### src/btsu_pkg.sv
// Constants for the bit-test-and-skip execution unit
`default_nettype none
package btsu_pkg;
  localparam int          INSTR_W        = 16;
  localparam int          OPC_MSB        = 15;
  localparam int          OPC_LSB        = 12;
  localparam int          BIT_MSB        = 11;
  localparam int          BIT_LSB        = 9;
  localparam int          ACC_POS        = 8;
  localparam int          REG_MSB        = 7;
  localparam int          REG_LSB        = 0;
  localparam logic [3:0]  OPC_SKIP_CLEAR = 4'hB;
  localparam logic [3:0]  OPC_SKIP_SET   = 4'hA;
  localparam logic [7:0]  INDEXED_MAX    = 8'h5F;
  localparam logic [7:0]  ACCESS_SPLIT   = 8'h80;
  localparam logic [3:0]  ACCESS_HI_BANK = 4'hF;
  localparam logic [3:0]  ACCESS_LO_BANK = 4'h0;
  localparam logic [11:0] ADDR_RESET     = 12'h000;
  typedef enum logic [1:0] {
    BTSU_ADDR_ACCESS  = 2'h0,
    BTSU_ADDR_BANKED  = 2'h1,
    BTSU_ADDR_INDEXED = 2'h2
  } btsu_mode_t;
  typedef enum logic [0:0] {
    BTSU_EXEC = 1'h0,
    BTSU_FLUSH = 1'h1
  } btsu_state_t;
endpackage : btsu_pkg
`default_nettype wire
### src/btsu_addr.sv
// Operand address former for the bit-test instructions
`default_nettype none
module btsu_addr (
  input  wire logic                   access_i,
  input  wire logic                   ext_set_i,
  input  wire logic [7:0]             reg_addr_i,
  input  wire logic [3:0]             bank_i,
  input  wire logic [11:0]            index_base_i,
  output logic      [11:0]            addr_o,
  output btsu_pkg::btsu_mode_t        mode_o
);
  always_comb begin
    if (!access_i && ext_set_i && reg_addr_i <= btsu_pkg::INDEXED_MAX) begin
      mode_o = btsu_pkg::BTSU_ADDR_INDEXED;
      addr_o = 12'(index_base_i + {4'h0, reg_addr_i});
    end else if (!access_i) begin
      mode_o = btsu_pkg::BTSU_ADDR_ACCESS;
      if (reg_addr_i >= btsu_pkg::ACCESS_SPLIT) begin
        addr_o = {btsu_pkg::ACCESS_HI_BANK, reg_addr_i};
      end else begin
        addr_o = {btsu_pkg::ACCESS_LO_BANK, reg_addr_i};
      end
    end else begin
      mode_o = btsu_pkg::BTSU_ADDR_BANKED;
      addr_o = {bank_i, reg_addr_i};
    end
  end
endmodule : btsu_addr
`default_nettype wire

### src/btsu_core.sv
// Bit-test-and-skip execution unit top
`default_nettype none
module btsu_core (
  input  wire logic                   mclk_i,
  input  wire logic                   reset_i,
  input  wire logic                   instr_valid_i,
  input  wire logic [15:0]            instr_i,
  input  wire logic                   ext_set_i,
  input  wire logic [3:0]             bank_select_register_i,
  input  wire logic [11:0]            index_base_i,
  input  wire logic [7:0]             rd_data_i,
  output logic      [11:0]            rd_addr_o,
  output logic                        rd_en_o,
  output logic                        is_bit_test_o,
  output logic                        discard_fetch_o,
  output logic                        no_operation_cycle_o,
  output logic                        skip_taken_o,
  output btsu_pkg::btsu_mode_t        addr_mode_o
);
  btsu_pkg::btsu_state_t state_r;
  btsu_pkg::btsu_state_t state_nxt;
  logic       [3:0]      opc;
  logic       [2:0]      bit_idx;
  logic                  tst_clear;
  logic                  tst_set;
  logic                  bit_val;
  logic                  skip;
  logic                  skip_r;
  logic       [11:0]     addr;
  btsu_pkg::btsu_mode_t  mode;
  logic                  acc_bit;
  logic       [7:0]      f_addr;

  assign opc     = instr_i[btsu_pkg::OPC_MSB:btsu_pkg::OPC_LSB];
  assign bit_idx = instr_i[btsu_pkg::BIT_MSB:btsu_pkg::BIT_LSB];
  assign acc_bit = instr_i[btsu_pkg::ACC_POS];
  assign f_addr  = instr_i[btsu_pkg::REG_MSB:btsu_pkg::REG_LSB];

  assign tst_clear = instr_valid_i && (state_r == btsu_pkg::BTSU_EXEC)
                     && (opc == btsu_pkg::OPC_SKIP_CLEAR);
  assign tst_set   = instr_valid_i && (state_r == btsu_pkg::BTSU_EXEC)
                     && (opc == btsu_pkg::OPC_SKIP_SET);

  btsu_addr u_addr (
    .access_i     (acc_bit),
    .ext_set_i    (ext_set_i),
    .reg_addr_i   (f_addr),
    .bank_i       (bank_select_register_i),
    .index_base_i (index_base_i),
    .addr_o       (addr),
    .mode_o       (mode)
  );

  assign bit_val = rd_data_i[bit_idx];

  assign skip = (tst_set && bit_val) || (tst_clear && !bit_val);

  assign rd_en_o         = tst_clear || tst_set;
  assign rd_addr_o       = addr;
  assign addr_mode_o     = mode;
  assign is_bit_test_o   = tst_clear || tst_set;
  assign discard_fetch_o = skip;
  assign no_operation_cycle_o = (state_r == btsu_pkg::BTSU_FLUSH);
  assign skip_taken_o    = skip_r;

  always_comb begin
    case (state_r)
      btsu_pkg::BTSU_EXEC:  state_nxt = skip ? btsu_pkg::BTSU_FLUSH
                                             : btsu_pkg::BTSU_EXEC;
      btsu_pkg::BTSU_FLUSH: state_nxt = btsu_pkg::BTSU_EXEC;
      default:              state_nxt = btsu_pkg::BTSU_EXEC;
    endcase
  end

  always_ff @(posedge mclk_i) begin
    if (reset_i) begin
      state_r <= btsu_pkg::BTSU_EXEC;
    end else begin
      state_r <= state_nxt;
    end
  end

  always_ff @(posedge mclk_i) begin
    if (reset_i) begin
      skip_r <= 1'b0;
    end else begin
      skip_r <= skip;
    end
  end

  AST_SET_SKIPS: assert property (
    @(posedge mclk_i) disable iff (reset_i)
    tst_set && bit_val |-> discard_fetch_o ##1 no_operation_cycle_o)
    else $error("set test with bit one did not skip");

  AST_SET_HOLDS: assert property (
    @(posedge mclk_i) disable iff (reset_i)
    tst_set && !bit_val |-> !discard_fetch_o ##1 !no_operation_cycle_o)
    else $error("set test with bit zero skipped");

  AST_CLEAR_SKIPS: assert property (
    @(posedge mclk_i) disable iff (reset_i)
    tst_clear && !bit_val |-> discard_fetch_o ##1 no_operation_cycle_o)
    else $error("clear test with bit zero did not skip");

  AST_CLEAR_HOLDS: assert property (
    @(posedge mclk_i) disable iff (reset_i)
    tst_clear && bit_val |-> !discard_fetch_o ##1 !no_operation_cycle_o)
    else $error("clear test with bit one skipped");

  AST_NO_SKIP: assert property (
    @(posedge mclk_i) disable iff (reset_i)
    is_bit_test_o && !discard_fetch_o |=> !no_operation_cycle_o)
    else $error("no-operation cycle without skip");

  AST_ONE_NOP: assert property (
    @(posedge mclk_i) disable iff (reset_i)
    no_operation_cycle_o |=> !no_operation_cycle_o)
    else $error("flush lasted more than one cycle");

  AST_FLUSH_IDLE: assert property (
    @(posedge mclk_i) disable iff (reset_i)
    no_operation_cycle_o |->
      !rd_en_o && !is_bit_test_o && !discard_fetch_o)
    else $error("work done in no-operation cycle");

  AST_SKIP_SOURCE: assert property (
    @(posedge mclk_i) disable iff (reset_i)
    discard_fetch_o |-> is_bit_test_o && rd_en_o)
    else $error("skip without a bit test");

  AST_FLUSH_CAUSE: assert property (
    @(posedge mclk_i) disable iff (reset_i)
    no_operation_cycle_o |-> $past(discard_fetch_o))
    else $error("no-operation cycle without preceding skip");

  AST_SKIP_FLAG: assert property (
    @(posedge mclk_i) disable iff (reset_i)
    discard_fetch_o |=> skip_taken_o)
    else $error("skip flag missing after skip");

  AST_SKIP_FLAG_LOW: assert property (
    @(posedge mclk_i) disable iff (reset_i)
    !discard_fetch_o |=> !skip_taken_o)
    else $error("skip flag without skip");

  AST_RESET_CLEAR: assert property (
    @(posedge mclk_i)
    reset_i |=> !no_operation_cycle_o && !skip_taken_o)
    else $error("flush state survived reset");

  AST_ACCESS: assert property (
    @(posedge mclk_i) disable iff (reset_i)
    rd_en_o && !acc_bit &&
      (!ext_set_i || f_addr > btsu_pkg::INDEXED_MAX) |->
      rd_addr_o[7:0] == f_addr &&
      rd_addr_o[11:8] == (f_addr >= btsu_pkg::ACCESS_SPLIT ?
        btsu_pkg::ACCESS_HI_BANK : btsu_pkg::ACCESS_LO_BANK))
    else $error("access bank address wrong");

  AST_ACCESS_MODE: assert property (
    @(posedge mclk_i) disable iff (reset_i)
    rd_en_o && !acc_bit && !ext_set_i |->
      addr_mode_o == btsu_pkg::BTSU_ADDR_ACCESS)
    else $error("access mode not reported");

  AST_BANKED: assert property (
    @(posedge mclk_i) disable iff (reset_i)
    rd_en_o && acc_bit |->
      rd_addr_o == {bank_select_register_i, f_addr})
    else $error("banked address wrong");

  AST_BANKED_MODE: assert property (
    @(posedge mclk_i) disable iff (reset_i)
    rd_en_o && acc_bit |-> addr_mode_o == btsu_pkg::BTSU_ADDR_BANKED)
    else $error("banked mode not reported");

  AST_INDEXED: assert property (
    @(posedge mclk_i) disable iff (reset_i)
    rd_en_o && !acc_bit && ext_set_i &&
      f_addr <= btsu_pkg::INDEXED_MAX |->
      addr_mode_o == btsu_pkg::BTSU_ADDR_INDEXED)
    else $error("indexed mode not used");

  AST_INDEXED_ADDR: assert property (
    @(posedge mclk_i) disable iff (reset_i)
    rd_en_o && !acc_bit && ext_set_i &&
      f_addr <= btsu_pkg::INDEXED_MAX |->
      rd_addr_o == 12'(index_base_i + {4'h0, f_addr}))
    else $error("indexed address wrong");

  AST_HIGH_DIRECT: assert property (
    @(posedge mclk_i) disable iff (reset_i)
    rd_en_o && !acc_bit && ext_set_i &&
      f_addr > btsu_pkg::INDEXED_MAX |->
      addr_mode_o == btsu_pkg::BTSU_ADDR_ACCESS)
    else $error("high address used indexed mode");

  AST_DECODE: assert property (
    @(posedge mclk_i) disable iff (reset_i)
    is_bit_test_o |-> instr_valid_i && !no_operation_cycle_o &&
      (opc == btsu_pkg::OPC_SKIP_CLEAR || opc == btsu_pkg::OPC_SKIP_SET))
    else $error("non bit-test opcode decoded");

  AST_TAKEN: assert property (
    @(posedge mclk_i) disable iff (reset_i)
    instr_valid_i && !no_operation_cycle_o &&
      (opc == btsu_pkg::OPC_SKIP_CLEAR || opc == btsu_pkg::OPC_SKIP_SET) |->
      is_bit_test_o && rd_en_o)
    else $error("bit test not taken");

  COV_SET_SKIP: cover property (@(posedge mclk_i) tst_set && bit_val);
  COV_CLR_SKIP: cover property (@(posedge mclk_i) tst_clear && !bit_val);
  COV_NO_SKIP: cover property (@(posedge mclk_i)
    is_bit_test_o && !discard_fetch_o);
  COV_INDEXED: cover property (@(posedge mclk_i)
    rd_en_o && addr_mode_o == btsu_pkg::BTSU_ADDR_INDEXED);
  COV_REFUSED: cover property (@(posedge mclk_i)
    no_operation_cycle_o && instr_valid_i);
endmodule : btsu_core
`default_nettype wire

### config.mk
export PLATFORM = sky130hd
export DESIGN_NAME = btsu_core
export DESIGN_NICKNAME = d
export VERILOG_FILES = /design/src/btsu_pkg.sv /design/src/btsu_addr.sv /design/src/btsu_core.sv
export SDC_FILE = /design/constraint.sdc
export NUM_CORES = 1
export LEC_CHECK = 0
export BUFFER_PORTS_ARGS = -buffer_cell sky130_fd_sc_hd__buf_4
export CORE_MARGIN = 2
export CORE_UTILIZATION = 38
export CTS_CLUSTER_SIZE = 40
export DETAILED_ROUTE_END_ITERATION = 16
export PLACE_DENSITY = 0.79
export RECOVER_POWER = 50
export SKIP_CTS_REPAIR_TIMING = 1
export SLEW_MARGIN = 20
export SYNTH_ARGS = -nofsm -noshare
export SYNTH_HDL_FRONTEND = slang
export SYNTH_SLANG_ARGS = --single-unit
### constraint.sdc
create_clock -name mclk_i -period 2.34 [get_ports mclk_i]
set_clock_uncertainty 0.05 [all_clocks]
set_input_delay 0.234 -clock mclk_i [delete_from_list [all_inputs] [get_ports mclk_i]]
set_output_delay 0.234 -clock mclk_i [all_outputs]
set_load 0.01 [all_outputs]
==> results of run 1 <==
-- final cells by class --
cell class                      count  area [sq um]
Timing Repair Buffer               63           439
Fill cell                         195           677
Tap cell                           27          33.8
Inverter                            6          22.5
Multi-Input combinational cell     91           687
Sequential cell                     2          40.0
Clock buffer                        3          22.5
-- where the power goes --
part / total (mW) / internal [mW] / leakage [nW] / switching, mW
Clock: 0.0741 / 0.0564 / 0.0138 / 0.0177
Sequential: 0.0351 / 0.0349 / 0.0161 / 0.000230
Combinational: 0.245 / 0.132 / 0.571 / 0.113
Total: 0.354 / 0.224 / 0.601 / 0.131
-- logic make-up after synthesis --
family / after synthesis
xor+xnor: 8
compound gates: 38
flops: 2
simple gates: 33
mux: 3
fa+ha+maj: 9
buf+inv: 10
-- worst reg2reg max path: cells and delay by family (launching register included) --
family,cells,cell delay [ns]
DFF,1,0.31
and+or+nand+nor,2,0.53
-- metal layers --
| layer | GRT usage | share of wire |
|---|---|---|
| met1 | 0.219 | 0.38 |
| met2 | 0.381 | 0.50 |
| met3 | 0.0772 | 0.12 |
| met4 | 0.0619 | 0 |
| met5 | 0 | 0 |
-- path summary, 6_finish.rpt --
kind | from | depth (start not counted) | to
min | reset_i | 2 | no_operation_cycle_o$_SDFF_PP0_
min reg2reg | no_operation_cycle_o$_SDFF_PP0_ | 2 | no_operation_cycle_o$_SDFF_PP0_
max reg2reg | no_operation_cycle_o$_SDFF_PP0_ | 2 | skip_taken_o$_SDFF_PP0_
max | instr_i[4] | 8 | rd_addr_o[11]
-- cell usage in the layout, fill, tap and decap left out, types with 5 or more instances in the layout --
| master | Yosys | final |
|---|---|---|
| xor2_1 | 5 | 5 |
| nor2_1 | 7 | 7 |
| buf_4 | 1 | 54 |
| o21a_1 | 5 | 5 |
| nand3_1 | 5 | 5 |
| ha_1 | 8 | 7 |
| clkbuf_1 | 3 | 9 |
| nand2_1 | 11 | 11 |
| o21ai_0 | 10 | 10 |
| a21oi_1 | 6 | 6 |
| inv_1 | 6 | 6 |
-- Yosys cell counts (3+ instances only) --
library cell and instances:
nand3_1 5, clkbuf_1 3, ha_1 8, o21a_1 5, a21o_1 3, o211ai_1 4, a21oi_1 6, xor2_1 5
nor2_1 7, o21ai_0 10, inv_1 6, nand2_1 11, xnor2_1 3
-- stage by stage --
stage | hold slack, ns | std cells
final | 0.164 | 192
after global routing | 0.158 | 192
after CTS | 0.159 | 192
after detailed placement | 0.388 | 189
after global placement | 0.384 | 189
after floorplan | 0.248 | 103
-- registers in the layout, summed over array words and instances, names as in the netlist --
signal,count
no_operation_cycle_o,1
skip_taken_o,1
==> results_dict.tcl, run 1 <==
set metrics [dict create \
    rsz0062_at_grt "false" \
    synth_area_leader_cell "ha_1" \
    die_area_sq_um 2360 \
    synth_fp_nets 156 \
    crit_slowest_cell "a2111oi_0" \
    status "finished clean" \
    routedWlPerCell_microns 11.6 \
    slew_viol_final 0 \
    crit_path_max_fanout 5 \
    syn-mean-instance-area_sq_um 7.35 \
    final_nets 220 \
    setup_viol 0 \
    clock.fmax_mhz 443 \
    cts-root-buf "clkbuf_4" \
    irDropWorstVdd_uv 254 \
    cts.sinks 2 \
    core_area_sq_um 1920 \
    synth_top_family_by_area "compound AO/OA/AOI/OAI gates" \
    vias_per_cell 5.13 \
    die_h_microns 48.6 \
    cts_tree "yes" \
    die_x_microns 48.6 \
    first_pass_iters 4 \
    cpMostUsedCell "buf_4" \
    synth_seq_cells 2 \
    layout_setup_ws_ns 0.0808 \
    drc 0 \
    ys_async_sr_fraction 0 \
    synth_compound_area_frac 0.327 \
    cts_htree_levels 1 \
    final_area_sq_um 1240 \
    grt_antenna_before_repair 0 \
    drtIter0Drc 6 \
    dpl_cell_area_sq_um 1240 \
    fin_crit_ns 2.26 \
    drive_above_1_share 0.394 \
    drv_cap 0 \
    synth_cell_types 34 \
    vias 985 \
    syn_inst 103 \
    numPortBuffers 62 \
    ioPinCount 63 \
    hp-class "input pin to flop" \
    p_leak_nw 0.601 \
    tightest_slew_ns 0.658 \
    tns_ns 0 \
    maxSlewHeadroom 0.561 \
    slowest_delay_ns 0.50 \
    reg2reg_setup_slack_ns 1.39 \
    rows 16 \
    final_core_util 0.648 \
    clockBufferDepth 2 \
    min_period_over_period 0.965 \
    synth_area_sq_um 757 \
    pre_cts_ws_ns 0.00605 \
    synth_xor_area_frac 0.0926 \
    power_mw 0.354 \
    synth_flop_cell "dfxtp_1" \
    clk_pin_slew_ns 0.03 \
    critPathCaptureType "output port" \
    ant_nets 0 \
    grt_pass1_vias 990 \
    synth_edf_count 0 \
    area_growth_pct 64.5 \
    power_density_nw_per_um2 285 \
    worstSetupStartpointType "input pin" \
    clock_latency_ns 0.22 \
    crit_family "compound AO/OA/AOI/OAI gates" \
    grt_pass1_wl_mm 4.03 \
    grt.overflow.total 0 \
    grtUsageTotal 0.208 \
    synth_top_area_frac 0.132 \
    wl_mm 2.22 \
    start_util 0.394 \
    grt_max_degree 18 \
    yosysWarnings 0 \
    yosys-top-cells-area "ha_1, mux4_1, o21ai_0" \
    crit_required_ns 2.06 \
    crit_type "input pin to output port" \
    antenna_cells 0 \
    numCtsBuffers 3 \
    synthMuxAreaShare 0.0826 \
    gp_congestion 0.765 \
    synth_fa_ha_area_frac 0.159 \
    worst-path-buf-inv 2 \
    synth-simple-area-share 0.231 \
    hold_viol 0 \
    synth_seq_area_share 0.0529 \
    hpwl_mm 1.92 \
    path_cells "buf_4 -> ha_1 -> a2111oi_0 -> o21a_1 -> a2bb2oi_1 -> xor2_1 -> o21ai_1 -> buf_4" \
    cp.arrival_ns 1.98 \
]
Power figures use the tool's default switching activity.
==> run 2: changes to the inputs <==
--- a/config.mk
+++ b/config.mk
@@ -6,11 +6,11 @@
 export NUM_CORES = 1
 export LEC_CHECK = 0
 export BUFFER_PORTS_ARGS = -buffer_cell sky130_fd_sc_hd__buf_4
-export CORE_MARGIN = 2
-export CORE_UTILIZATION = 38
+export CORE_MARGIN = 4
+export CORE_UTILIZATION = 31
 export CTS_CLUSTER_SIZE = 40
 export DETAILED_ROUTE_END_ITERATION = 16
-export PLACE_DENSITY = 0.79
+export PLACE_DENSITY = 0.67
 export RECOVER_POWER = 50
 export SKIP_CTS_REPAIR_TIMING = 1
 export SLEW_MARGIN = 20
==> results_dict.tcl, run 2 (synthesis results as in run 1) <==
set metrics [dict create \
    hold_depth 2 \
    crit_path_max_fanout 3 \
    clockBufferDepth 2 \
    min_period_over_period 0.961 \
    hpwl_mm 2.19 \
    grtUsageTotal 0.152 \
    numCtsBuffers 3 \
    vias_per_cell 5.05 \
    vias 985 \
    layout_commonest_cell "buf_4" \
    swShare 0.366 \
    ioPinCount 63 \
    p_switching_mw 0.132 \
    start_util 0.333 \
    p_comb_frac 0.699 \
    final_nets 222 \
    setup_viol 0 \
    die_area_sq_um 3300 \
    layout_setup_ws_ns 0.0915 \
    power_mw 0.361 \
    gp_congestion 0.773 \
    cts_htree_levels 1 \
    cpMostUsedCell "buf_4" \
    mostFrequentLayoutCells "buf_4, nand2_1, o21ai_0" \
    numPortBuffers 62 \
    worstSetupStartpointType "input pin" \
    critPathCaptureType "output port" \
    crit_slowest_cell "or4_1" \
    grt_pass1_wl_mm 4.13 \
    fill_cells 236 \
    grt_antenna_before_repair 0 \
    area_growth_pct 67.6 \
    pre_cts_ws_ns -0.00493 \
    crit_required_ns 2.06 \
    final_area_sq_um 1270 \
    clk_pin_slew_ns 0.03 \
    clock.fmax_mhz 445 \
    grt_max_degree 18 \
    rows 17 \
    die_h_microns 57.4 \
    tightest_slew_ns 0.354 \
    drv_cap 0 \
    hp-class "input pin to flop" \
    path_cells "buf_4 -> ha_2 -> inv_1 -> fa_2 -> nor2b_2 -> o31a_1 -> o21ai_2 -> or4_1 -> nand3_1 -> buf_4" \
    busiest_layer "met2" \
    worst-path-stages 10 \
    grt_pass1_vias 973 \
    slew_viol_final 0 \
    core_area_sq_um 2280 \
    met1_usage 0.190 \
    seq_power_share 0.097 \
    r2r_cells 2 \
    crit_type "input pin to output port" \
    power_density_nw_per_um2 284 \
    ant_nets 0 \
    cts.sinks 2 \
    p_int_mw 0.229 \
    clock_latency_ns 0.22 \
    tns_ns 0 \
    cts-root-buf "clkbuf_4" \
    status "finished clean" \
    pwr-share-clk 0.204 \
    cts_tree "yes" \
    crit_family "simple AND/OR/NAND/NOR gates" \
    hold_viol 0 \
    drive_above_1_share 0.413 \
    grt_use_met3 0.0158 \
    drc 0 \
    p_leak_nw 0.617 \
    routedWlPerCell_microns 13.0 \
    slowest_delay_ns 0.41 \
    maxSlewHeadroom 0.758 \
    irDropWorstVdd_uv 151 \
    first_pass_iters 4 \
    fin_crit_ns 2.25 \
    worst-path-buf-inv 3 \
    dpl_cell_area_sq_um 1260 \
    die_x_microns 57.4 \
    drtIter0Drc 25 \
    grt.overflow.total 0 \
    antenna_cells 0 \
    cp.arrival_ns 1.96 \
    wl_mm 2.54 \
    met2_usage 0.279 \
]
run 2: changes by cell type in the layout (fill, tap and decap cells not counted), sizes merged:
cell	before	now
buf	54	58
clkbuf	12	10
run 2: stage by stage:
step	hold slack (ns)	cells	utilization
2_1_floorplan	0.248	103	-
5_1_grt	0.147	195	0.557
3_5_place_dp	0.385	192	0.554
3_3_place_gp	0.383	192	0.554
6_report	0.158	195	0.557
4_1_cts	0.152	195	0.564
run 2: layout make-up:
type / instances / area [sq um] / area share
Clock buffer: 3 / 22.5 / 0.0178
Inverter: 6 / 22.5 / 0.0178
Multi-Input combinational cell: 91 / 687 / 0.541
Sequential cell: 2 / 40.0 / 0.0316
Tap cell: 28 / 35.0 / 0.0276
Timing Repair Buffer: 65 / 462 / 0.364
run 2: final timing paths:
check / slack, ns / endpoint / from
hold reg to reg: 0.54 / no_operation_cycle_o$_SDFF_PP0_ / no_operation_cycle_o$_SDFF_PP0_
hold / removal: 0.16 / no_operation_cycle_o$_SDFF_PP0_ / reset_i
setup reg to reg: 1.41 / skip_taken_o$_SDFF_PP0_ / no_operation_cycle_o$_SDFF_PP0_
setup / recovery: 0.09 / rd_addr_o[10] / instr_i[0]
run 2: power groups by stage:
stage / logic (mW) / registers [mW] / clock network [mW]
5_1_grt: 0.278 / 0.0352 / 0.0822
2_1_floorplan: 0.132 / 0.0358 / 0
3_3_place_gp: 0.247 / 0.0356 / 0
6_report: 0.252 / 0.0351 / 0.0735
3_5_place_dp: 0.252 / 0.0356 / 0
4_1_cts: 0.254 / 0.0351 / 0.0762
run 2: metal layers:
layer | vias up | wire, microns
li1 | 513 | -
met1 | 421 | 1080
met2 | 47 | 1240
met3 | 4 | 187
met4 | 0 | 24
met5 | - | 0
==> run 3: changes to the inputs <==
--- a/config.mk
+++ b/config.mk
@@ -6,14 +6,18 @@
 export NUM_CORES = 1
 export LEC_CHECK = 0
 export BUFFER_PORTS_ARGS = -buffer_cell sky130_fd_sc_hd__buf_4
+export CELL_PAD_IN_SITES_DETAIL_PLACEMENT = 0
+export CELL_PAD_IN_SITES_GLOBAL_PLACEMENT = 2
 export CORE_MARGIN = 4
-export CORE_UTILIZATION = 31
+export CORE_UTILIZATION = 19
 export CTS_CLUSTER_SIZE = 40
 export DETAILED_ROUTE_END_ITERATION = 16
-export PLACE_DENSITY = 0.67
+export PLACE_DENSITY_LB_ADDON = 0.1
 export RECOVER_POWER = 50
 export SKIP_CTS_REPAIR_TIMING = 1
 export SLEW_MARGIN = 20
 export SYNTH_ARGS = -nofsm -noshare
 export SYNTH_HDL_FRONTEND = slang
+export SYNTH_HIERARCHICAL = 1
 export SYNTH_SLANG_ARGS = --single-unit
+export TNS_END_PERCENT = 30
==> results_dict.tcl, run 3 <==
set metrics [dict create \
    wl_mm 3.03 \
    layout_commonest_cell "buf_4" \
    drive_above_1_share 0.424 \
    cts-root-buf "clkbuf_8" \
    setup_viol 0 \
    rows 23 \
    synth_seq_area_share 0.0494 \
    hpwl_mm 2.65 \
    synth_seq_cells 2 \
    gp_congestion 0.672 \
    crit_required_ns 2.06 \
    p_leak_nw 0.685 \
    reg2reg_from "no_operation_cycle_o$_SDFF_PP0_" \
    cts_htree_levels 1 \
    rsz0062_at_grt "false" \
    power_mw 0.447 \
    drv_cap 0 \
    tightest_slew_ns 0.743 \
    grt_pass1_wl_mm 4.89 \
    worstSetupStartpointType "input pin" \
    synth_cell_types 39 \
    hold_depth 3 \
    antenna_cells 0 \
    cts.sinks 2 \
    yosys.cell_count.top_type "nand2_1" \
    core_area_sq_um 4060 \
    synth_area_sq_um 811 \
    ioPinCount 63 \
    synth_top_area_frac 0.123 \
    cp.arrival_ns 1.96 \
    syn_inst 110 \
    die_h_microns 73.3 \
    grt_max_degree 20 \
    synth_flop_cell "dfxtp_1" \
    synth_common_cells "nand2_1, o21ai_0, ha_1, nor2_1" \
    cts_tree "yes" \
    die_x_microns 73.3 \
    fin_crit_ns 2.25 \
    layout_setup_ws_ns 0.0933 \
    crit_type "input pin to output port" \
    vias 1057 \
    critPathCaptureType "output port" \
    start_util 0.200 \
    first_pass_iters 3 \
    hp-start "reset_i" \
    mostFrequentLayoutCells "buf_4, nand2_1, o21ai_0, nor2_1, ha_1" \
    numCtsBuffers 3 \
    irDropWorstVdd_uv 88.7 \
    drtIter0Drc 17 \
    hp-class "input pin to flop" \
    pre_cts_ws_ns 0.000875 \
    holdPathEnd "no_operation_cycle_o$_SDFF_PP0_" \
    grtUsageTotal 0.113 \
    tns_ns 0 \
    r2r_end "skip_taken_o$_SDFF_PP0_" \
    status "finished clean" \
    syn-mean-instance-area_sq_um 7.37 \
    numPortBuffers 62 \
    hold_viol 0 \
    min_period_over_period 0.960 \
    synth_fp_nets 163 \
    synth_edf_count 0 \
    crit_path_max_fanout 3 \
    routedWlPerCell_microns 13.3 \
    grt.overflow.total 0 \
    yosysWarnings 6 \
    ys_async_sr_fraction 0 \
    clock.fmax_mhz 445 \
    reg2reg_setup_slack_ns 0.89 \
    ant_nets 0 \
    clockBufferDepth 2 \
    grt_pass1_vias 1107 \
    area_growth_pct 72.4 \
    die_area_sq_um 5380 \
    clock_latency_ns 0.21 \
    clk_pin_slew_ns 0.03 \
    maxSlewHeadroom 0.498 \
    grt_antenna_before_repair 0 \
    slew_viol_final 0 \
    r2r_cells 3 \
    final_nets 232 \
    vias_per_cell 4.66 \
    yosys-top-cells-area "ha_1, o21ai_0, mux4_1" \
    synth_area_leader_cell "ha_1" \
    drc 0 \
    power_density_nw_per_um2 320 \
]
## run 3: changes by cell type after synthesis, moves of 2 or more
cell | before | now
mux2i_1 | 1 | 4
nand2_1 | 11 | 13
o21a_1 | 5 | 3
xor2_1 | 5 | 3
## run 3: worst max-delay path by stage
stage          depth (start not counted)             to             from
2_1_floorplan                          8  rd_addr_o[10]  index_base_i[0]
3_3_place_gp                          10  rd_addr_o[10]       instr_i[0]
3_5_place_dp                          10  rd_addr_o[10]       instr_i[0]
4_1_cts                               10  rd_addr_o[10]       instr_i[0]
5_1_grt                               10  rd_addr_o[10]       instr_i[0]
6_report                              10  rd_addr_o[10]       instr_i[0]
## run 3: where the power goes
group	total [mW]	internal, mW	switching [mW]	leakage, nW
logic	0.278	0.153	0.125	0.648
clock network	0.134	0.109	0.0257	0.0216
registers	0.0351	0.0349	0.000180	0.0161
## run 3: cells by family (layout without fill, tap and decap cells)
family | after synthesis | count (layout) | share of synthesized area
and+or+nand+nor | 40 | 40 | 0.256
AOI/OAI and AO/OA | 36 | 36 | 0.293
buffers and inverters | 10 | 77 | 0.0556
adders and majority gates | 9 | 9 | 0.148
muxes | 7 | 7 | 0.133
xor gates and xnor gates | 6 | 6 | 0.0648
DFF | 2 | 2 | 0.0494
## run 3: critical path, cell delays in order
cell	delay, ns
buf_4	0.10
ha_4	0.12
inv_1	0.05
fa_2	0.38
nor2b_4	0.12
o31a_1	0.21
o21ai_2	0.08
and3_1	0.18
or3_1	0.34
buf_4	0.15
## run 3: layout make-up
cell class | count | area, sq um
fillers | 441 | 2660
multi-input cells | 98 | 736
repair buffers | 68 | 495
well taps | 50 | 62.6
clock buffers | 3 | 41.3
flip-flops and latches | 2 | 40.0
inverters | 6 | 22.5
## run 3: per-layer routing
layer | wire [microns] | track usage
met5 | 0 | 0
met4 | 55 | 0.0382
met3 | 243 | 0.0246
met2 | 1520 | 0.200
met1 | 1210 | 0.134
## run 3: through the flow
step / cell area [sq um] / hold WS (ns) / utilization / instances
2_1_floorplan: 811 / 0.362 / - / 110
3_3_place_gp: 1350 / 0.507 / 0.332 / 222
3_5_place_dp: 1350 / 0.512 / 0.332 / 222
4_1_cts: 1390 / 0.292 / 0.342 / 225
5_1_grt: 1400 / 0.309 / 0.344 / 227
6_report: 1400 / 0.296 / 0.344 / 227
